### config.mk
export PLATFORM = sky130hd
export DESIGN_NAME = rcs_switchover
export DESIGN_NICKNAME = d
export VERILOG_FILES = /design/src/design/rcs_pkg.sv /design/src/design/rcs_switchover.sv
export SDC_FILE = /design/constraint.sdc
export NUM_CORES = 1
export LEC_CHECK = 0
export BUFFER_PORTS_ARGS = -buffer_cell sky130_fd_sc_hd__buf_2
export CAP_MARGIN = 40
export CORE_MARGIN = 2
export CORE_UTILIZATION = 55
export DETAILED_ROUTE_END_ITERATION = 6
export GPL_TIMING_DRIVEN = 0
export PLACE_DENSITY = 0.89
export SETUP_SLACK_MARGIN = 0.3
export SLEW_MARGIN = 20
export SYNTH_ARGS = -nofsm -noshare
export SYNTH_HDL_FRONTEND = slang
export SYNTH_SLANG_ARGS = --single-unit
### constraint.sdc
create_clock -name clk_sys -period 3.6 [get_ports clk_sys]
set_clock_uncertainty 0.15 [all_clocks]
set_input_delay 0 -clock clk_sys [delete_from_list [all_inputs] [get_ports clk_sys]]
set_output_delay 0 -clock clk_sys [all_outputs]
set_load 0.005 [all_outputs]
### src/design/rcs_pkg.sv
// Shared constants and types for the reference clock switchover block.
// Assumes a single 40 MHz system clock and an APB register slave.
package rcs_pkg;

  // Register byte offsets
  localparam logic [11:0] RCS_CTRL_OFFSET = 12'h000;
  localparam logic [11:0] RCS_STATUS_OFFSET = 12'h004;
  localparam logic [11:0] RCS_SWCOUNT_OFFSET = 12'h008;

  // Control register layout
  localparam int RCS_CTRL_MODE_LSB = 0;
  localparam int RCS_CTRL_MODE_MSB = 1;

  // Status register layout
  localparam int RCS_STAT_LOSS_PRI = 0;
  localparam int RCS_STAT_LOSS_BAK = 1;
  localparam int RCS_STAT_ACTIVE = 2;
  localparam int RCS_STAT_GATED = 3;
  localparam int RCS_STAT_STATE_LSB = 4;
  localparam int RCS_STAT_STATE_MSB = 5;

  // Clock sense figures
  localparam int RCS_CNT_W = 16;
  localparam logic [RCS_CNT_W:0] RCS_LOSS_PERIODS = 17'h00002;
  localparam logic [RCS_CNT_W-1:0] RCS_CNT_MAX = 16'hFFFF;
  localparam logic [RCS_CNT_W-1:0] RCS_CNT_ZERO = 16'h0000;
  localparam logic [RCS_CNT_W-1:0] RCS_CNT_ONE = 16'h0001;

  // Reset values
  localparam logic RCS_SEL_RESET = 1'b0;
  localparam logic [31:0] RCS_ZERO_WORD = 32'h0000_0000;

  typedef enum logic [1:0] {
    RCS_MODE_AUTO = 2'b00,
    RCS_MODE_OVERRIDE = 2'b01,
    RCS_MODE_MANUAL = 2'b10
  } rcs_mode_t;

  localparam rcs_mode_t RCS_MODE_RESET = RCS_MODE_AUTO;

  typedef enum logic [1:0] {
    RCS_ST_IDLE = 2'b00,
    RCS_ST_GATE = 2'b01,
    RCS_ST_SWITCH = 2'b10
  } rcs_state_t;

  // Sampled edges of one input
  typedef struct packed {
    logic rise;
    logic fall;
  } rcs_edge_t;

endpackage

### src/design/rcs_switchover.sv
// Reference clock switchover controller with APB control and status.
// Assumes both reference clocks and the switch request are asynchronous
// pins, sampled here by clk_sys which must run well above both references.
//
// The implementer's own choices: the register offsets and the APB slave port.
`timescale 1ns/1ps
module rcs_switchover
(
  input wire logic clk_sys,
  input wire logic reset,
  input wire logic ref_clock_primary,
  input wire logic ref_clock_backup,
  input wire logic switch_request,
  input wire logic psel,
  input wire logic penable,
  input wire logic pwrite,
  input wire logic [11:0] paddr,
  input wire logic [31:0] pwdata,
  output logic [31:0] prdata,
  output logic pready,
  output logic pslverr,
  output logic ref_clock_out,
  output logic loss_primary,
  output logic loss_backup,
  output logic active_source
);

  logic [2:0] sync1_reg;
  logic [2:0] sync2_reg;
  logic [2:0] samp_q_reg;
  rcs_pkg::rcs_edge_t ref_edge [2];
  logic req_level;
  logic req_rise;
  logic req_fall;

  logic [rcs_pkg::RCS_CNT_W-1:0] idle_cnt_reg [2];
  logic [rcs_pkg::RCS_CNT_W-1:0] period_reg [2];
  logic loss_reg [2];
  logic loss_hit [2];

  rcs_pkg::rcs_state_t state_reg;
  rcs_pkg::rcs_mode_t mode_reg;
  logic sel_reg;
  logic gate_open_reg;
  logic ref_out_reg;
  logic [15:0] swcount_reg;
  logic target;
  logic auto_go;
  logic manual_go;

  logic [31:0] prdata_reg;
  logic pready_reg;
  logic pslverr_reg;
  logic apb_do;
  logic addr_ok;
  logic [31:0] rd_word;

  // Two-stage sampling of both references and the request; first stage feeds only the second
  always_ff @(posedge clk_sys or posedge reset)
  begin
    if (reset)
    begin
      sync1_reg <= 3'h0;
      sync2_reg <= 3'h0;
      samp_q_reg <= 3'h0;
    end
    else
    begin
      sync1_reg <= {switch_request, ref_clock_backup, ref_clock_primary};
      sync2_reg <= sync1_reg;
      samp_q_reg <= sync2_reg;
    end
  end

  assign req_level = sync2_reg[2];
  assign req_rise = sync2_reg[2] & ~samp_q_reg[2];
  assign req_fall = ~sync2_reg[2] & samp_q_reg[2];

  // Per-input clock sense: period measured between rising edges
  genvar gi;
  generate
    for (gi = 0; gi < 2; gi++)
    begin : g_sense
      assign ref_edge[gi].rise = sync2_reg[gi] & ~samp_q_reg[gi];
      assign ref_edge[gi].fall = ~sync2_reg[gi] & samp_q_reg[gi];
      // Loss limit tracks the input's own period, so no fixed rate is assumed
      assign loss_hit[gi] = (period_reg[gi] != rcs_pkg::RCS_CNT_ZERO) &&
        ({1'b0, idle_cnt_reg[gi]} >=
        17'({1'b0, period_reg[gi]} * rcs_pkg::RCS_LOSS_PERIODS));

      always_ff @(posedge clk_sys or posedge reset)
      begin
        if (reset)
        begin
          idle_cnt_reg[gi] <= rcs_pkg::RCS_CNT_ZERO;
          period_reg[gi] <= rcs_pkg::RCS_CNT_ZERO;
        end
        else if (ref_edge[gi].rise)
        begin
          period_reg[gi] <= idle_cnt_reg[gi] + rcs_pkg::RCS_CNT_ONE;
          idle_cnt_reg[gi] <= rcs_pkg::RCS_CNT_ZERO;
        end
        else if (idle_cnt_reg[gi] != rcs_pkg::RCS_CNT_MAX)
        begin
          idle_cnt_reg[gi] <= idle_cnt_reg[gi] + rcs_pkg::RCS_CNT_ONE;
        end
      end

      always_ff @(posedge clk_sys or posedge reset)
      begin
        if (reset)
        begin
          loss_reg[gi] <= 1'b0;
        end
        else if (ref_edge[gi].rise)
        begin
          loss_reg[gi] <= 1'b0;
        end
        else if (loss_hit[gi])
        begin
          loss_reg[gi] <= 1'b1;
        end
      end
    end
  endgenerate

  assign target = ~sel_reg;
  // Both stopped: nothing to move to, so stay put
  assign auto_go = (mode_reg != rcs_pkg::RCS_MODE_MANUAL) && loss_reg[sel_reg] &&
    !loss_reg[target] &&
    !((mode_reg == rcs_pkg::RCS_MODE_OVERRIDE) && req_level);
  assign manual_go = (mode_reg != rcs_pkg::RCS_MODE_AUTO) && req_rise;

  // Switch sequencing
  always_ff @(posedge clk_sys or posedge reset)
  begin
    if (reset)
    begin
      state_reg <= rcs_pkg::RCS_ST_IDLE;
      sel_reg <= rcs_pkg::RCS_SEL_RESET;
      gate_open_reg <= 1'b1;
    end
    else
    begin
      case (state_reg)
        rcs_pkg::RCS_ST_IDLE:
        begin
          if (manual_go || auto_go)
          begin
            state_reg <= rcs_pkg::RCS_ST_GATE;
          end
        end
        rcs_pkg::RCS_ST_GATE:
        begin
          // A dead current input gives no edge; its output is already low
          if (ref_edge[sel_reg].fall || loss_reg[sel_reg])
          begin
            gate_open_reg <= 1'b0;
            state_reg <= rcs_pkg::RCS_ST_SWITCH;
          end
        end
        rcs_pkg::RCS_ST_SWITCH:
        begin
          if (ref_edge[target].fall)
          begin
            sel_reg <= target;
            gate_open_reg <= 1'b1;
            state_reg <= rcs_pkg::RCS_ST_IDLE;
          end
        end
        default:
        begin
          state_reg <= rcs_pkg::RCS_ST_IDLE;
        end
      endcase
    end
  end

  // Gated reference; opens only while the new input is low
  always_ff @(posedge clk_sys or posedge reset)
  begin
    if (reset)
    begin
      ref_out_reg <= 1'b0;
    end
    else
    begin
      ref_out_reg <= gate_open_reg & sync2_reg[sel_reg];
    end
  end

  always_ff @(posedge clk_sys or posedge reset)
  begin
    if (reset)
    begin
      swcount_reg <= rcs_pkg::RCS_CNT_ZERO;
    end
    else if ((state_reg == rcs_pkg::RCS_ST_SWITCH) && ref_edge[target].fall)
    begin
      swcount_reg <= swcount_reg + rcs_pkg::RCS_CNT_ONE;
    end
  end

  // APB slave: one wait state, pready from a flop
  assign apb_do = psel & penable & ~pready_reg;
  assign addr_ok = (paddr == rcs_pkg::RCS_CTRL_OFFSET) ||
    (paddr == rcs_pkg::RCS_STATUS_OFFSET) || (paddr == rcs_pkg::RCS_SWCOUNT_OFFSET);

  always_comb
  begin
    rd_word = rcs_pkg::RCS_ZERO_WORD;
    case (paddr)
      rcs_pkg::RCS_CTRL_OFFSET:
      begin
        rd_word[rcs_pkg::RCS_CTRL_MODE_MSB:rcs_pkg::RCS_CTRL_MODE_LSB] = mode_reg;
      end
      rcs_pkg::RCS_STATUS_OFFSET:
      begin
        rd_word[rcs_pkg::RCS_STAT_LOSS_PRI] = loss_reg[0];
        rd_word[rcs_pkg::RCS_STAT_LOSS_BAK] = loss_reg[1];
        rd_word[rcs_pkg::RCS_STAT_ACTIVE] = sel_reg;
        rd_word[rcs_pkg::RCS_STAT_GATED] = ~gate_open_reg;
        rd_word[rcs_pkg::RCS_STAT_STATE_MSB:rcs_pkg::RCS_STAT_STATE_LSB] = state_reg;
      end
      rcs_pkg::RCS_SWCOUNT_OFFSET:
      begin
        rd_word[15:0] = swcount_reg;
      end
      default:
      begin
        rd_word = rcs_pkg::RCS_ZERO_WORD;
      end
    endcase
  end

  always_ff @(posedge clk_sys or posedge reset)
  begin
    if (reset)
    begin
      pready_reg <= 1'b0;
      pslverr_reg <= 1'b0;
      prdata_reg <= rcs_pkg::RCS_ZERO_WORD;
    end
    else
    begin
      pready_reg <= apb_do;
      pslverr_reg <= apb_do & ~addr_ok;
      prdata_reg <= (apb_do && !pwrite) ? rd_word : rcs_pkg::RCS_ZERO_WORD;
    end
  end

  // Mode write lands with pready; illegal code 3 is kept out
  always_ff @(posedge clk_sys or posedge reset)
  begin
    if (reset)
    begin
      mode_reg <= rcs_pkg::RCS_MODE_RESET;
    end
    else if (psel && penable && pready_reg && pwrite &&
      (paddr == rcs_pkg::RCS_CTRL_OFFSET) &&
      (pwdata[rcs_pkg::RCS_CTRL_MODE_MSB:rcs_pkg::RCS_CTRL_MODE_LSB] != 2'h3))
    begin
      mode_reg <= rcs_pkg::rcs_mode_t'(
        pwdata[rcs_pkg::RCS_CTRL_MODE_MSB:rcs_pkg::RCS_CTRL_MODE_LSB]);
    end
  end

  assign prdata = prdata_reg;
  assign pready = pready_reg;
  assign pslverr = pslverr_reg;
  assign ref_clock_out = ref_out_reg;
  assign loss_primary = loss_reg[0];
  assign loss_backup = loss_reg[1];
  assign active_source = sel_reg;
endmodule

==> impl_metrics.env <==
export IMPL_pin_count=90
export IMPL_antenna_found_initial=0
export IMPL_hold_viol_final=0
export IMPL_dp_hpwl_microns=8710
export IMPL_worstHoldPathType="reg2reg"
export IMPL_via_count=4750
export IMPL_grt_pass1_wl_microns=24300
export IMPL_post_route_cell_area_sq_um=6950
export IMPL_end_kind="register"
export IMPL_hold_ws_ns=0.228
export IMPL_ys_ff_latch=116
export IMPL_hold_depth=0
export IMPL_path_clk_slew_ns=0.06
export IMPL_grt_overflow_total=0
export IMPL_reg2reg_depth=6
export IMPL_routedWlPerCell_microns=17.6
export IMPL_path_cells="nand3_1 > a2111oi_0 > nand2_1 > dlygate4sd3_1 > o21ai_0 > dlygate4sd3_1"
export IMPL_rsz0062_at_grt="false"
export IMPL_ys_warn_count=0
export IMPL_cp_num_cells=6
export IMPL_numPortBuffers=42
export IMPL_gp_congestion=0.919
export IMPL_synth_distinct_cells=48
export IMPL_power_density_nw_per_um2=552
export IMPL_total_leakage_power_uw=0.00323
export IMPL_clock_sinks=116
export IMPL_htreeDepth=4
export IMPL_fill_cells=703
export IMPL_crit_type="reg2reg"
export IMPL_path_delay_family="buffers and inverters"
export IMPL_worst_path_buf_inv=2
export IMPL_fin_util_pct=68.0
export IMPL_syn_inst=572
export IMPL_worstPathMaxFanout=5
export IMPL_diodes=0
export IMPL_cap_viol_max_count=0
export IMPL_synthArstFlopShare_pct=100
export IMPL_highest_layer="met4"
export IMPL_totalWireLength_microns=14400
export IMPL_grt_start_max_net_pins=65
export IMPL_worstPathRequired_ns=3.92
export IMPL_worst_slew_pin_slew_ns=0.932
export IMPL_clk_root_buffer_cell="clkbuf_8"
export IMPL_nNetsFinal=755
export IMPL_syn_avg_cell_area_sq_um=10.0
export IMPL_status="completed"
export IMPL_wl_met1_microns=5420
export IMPL_slowest_stage="a2111oi_0"
export IMPL_wl_met2_microns=7560
export IMPL_coreArea_sq_um=10200
export IMPL_finalCritPeriodShare_pct=82.1
export IMPL_start_kind="register"
export IMPL_via_per_inst=5.80
export IMPL_clockBufferDepth=2
export IMPL_cts_tree="yes"
export IMPL_synth_flop_cell="dfrtp_1"
export IMPL_areaGrowthSynthToFinish_pct=21.4
export IMPL_drive_gt1_share_pct=14.9
export IMPL_max_slew_margin_pct=36.2
export IMPL_cpPeakStageDelay_ns=0.80
export IMPL_multiInputGateArea_sq_um=2520
export IMPL_yosysSeqAreaShare_pct=50.7
export IMPL_finalSetupViolations=0
export IMPL_insertion_delay_ns=0.54
export IMPL_wl_met3_microns=927
export IMPL_seq_area_sq_um=2900
export IMPL_firstDrtPassIters=5
export IMPL_rows=37
export IMPL_cp_arrival_ns=3.28
export IMPL_layout_cells_most_common="dfrtp_1"
export IMPL_synth_edf_count=0
export IMPL_syn_area_sq_um=5730
export IMPL_die_x_microns=106
export IMPL_drc=0
export IMPL_dieArea_sq_um=11200
export IMPL_ant_nets=0
export IMPL_place_area_sq_um=6200
export IMPL_first_global_vias=5059
export IMPL_clock_fmax_ghz=0.338
export IMPL_post_cts_resized=0
export IMPL_cts_setup_buffers=0
export IMPL_vdd_ir_drop_max_v=0.000376
export IMPL_drt_iter0_drc=381
export IMPL_crit_path_frequent_cell="dlygate4sd3_1"
export IMPL_mostFrequentLayoutCells="dfrtp_1, o21ai_0, nand2_1"
export IMPL_post_route_min_period_ns=2.96
export IMPL_slew_violations=0
export IMPL_start_util_pct=56.0
export IMPL_grt_use_total_pct=27.7
export IMPL_die_h_microns=106
export IMPL_cts_buffers_inserted=17
## cells in the mapped netlist, drive strengths merged, types with 6 or more instances
cell    number  area, sq um
o21ai       65          325
nand4       10         62.6
dfrtp      115         2880
buf         19          148
ha          33          413
nor3         6         30.0
nor2        27          101
and2        12         75.1
nand2       59          221
inv         43          161
nor4        11         75.1
mux2i        6         60.1
clkbuf      12         45.0
a21oi       18         90.1
and3         8         50.1
nand3       27          135
xor2        18          158
xnor2       25          219
nor2b        9         56.3
## worst paths after layout
check	start	end	slack (ns)
hold reg to reg	sync1_reg[0]	sync2_reg[0]	0.23
min in group asynchronous	reset	idle_cnt_reg[19]	0.49
setup reg to reg	pready	mode_reg[0]	0.64
max in group asynchronous	reset	period_reg[26]	2.13
setup / recovery	pready	mode_reg[0]	0.64
hold / removal	sync1_reg[0]	sync2_reg[0]	0.23
## metrics by stage
stage / power (uW) / std cells / TNS [ns] / setup WS (ns)
after floorplan: 2010 / 587 / 0 / 0.379
after global placement: 2170 / 765 / -75.94 / -0.665
after detailed placement: 2210 / 766 / 0 / 1.08
after CTS: 3790 / 819 / 0 / 0.888
after global routing: 4000 / 819 / 0 / 0.555
final: 3840 / 819 / 0 / 0.644
## cell families (layout without fill, tap and decap cells)
logic type               after synthesis  after routing  share of synthesized area (%)
AO/OA/AOI/OAI                        110            110                           10.9
XOR/XNOR                              43             43                           6.58
other                                  1             16                         0.0655
AND/OR/NAND/NOR                      186            186                           16.7
adder cells (fa/ha/maj)               33             33                           7.21
buffers and inverters                 74            170                           6.18
flip-flops                           116            116                           50.7
multiplexers                           9              9                           1.64
## power breakdown
group	total (uW)	leakage [uW]	internal, uW	switching (uW)
combinational	647	0.00141	287	360
sequential	1610	0.00156	1440	172
clock	1580	0.000261	917	660
total	3840	0.00323	2640	1190
## layer usage
| metal | vias to the layer above | GRT usage (%) |
|---|---|---|
| li1 | 2138 | - |
| met1 | 2334 | 31.6 |
| met2 | 223 | 47.5 |
| met3 | 55 | 6.93 |
| met4 | 0 | 15.6 |
| met5 | - | 0 |
## final cells by class
class / instances / area share (%)
Buffer: 31 / 2.77
Clock buffer: 17 / 5.96
Clock inverter: 15 / 1.91
Inverter: 43 / 2.39
Multi-Input combinational cell: 397 / 36.3
Sequential cell: 116 / 41.8
Tap cell: 136 / 2.45
Timing Repair Buffer: 64 / 6.44
## timing repair
item / in CTS / in global routing
hold buffers: 21 / 0
hold endpoints to repair: 139 / 0
endpoints found under the setup margin: 0 / 0
Power figures use the tool's default switching activity.
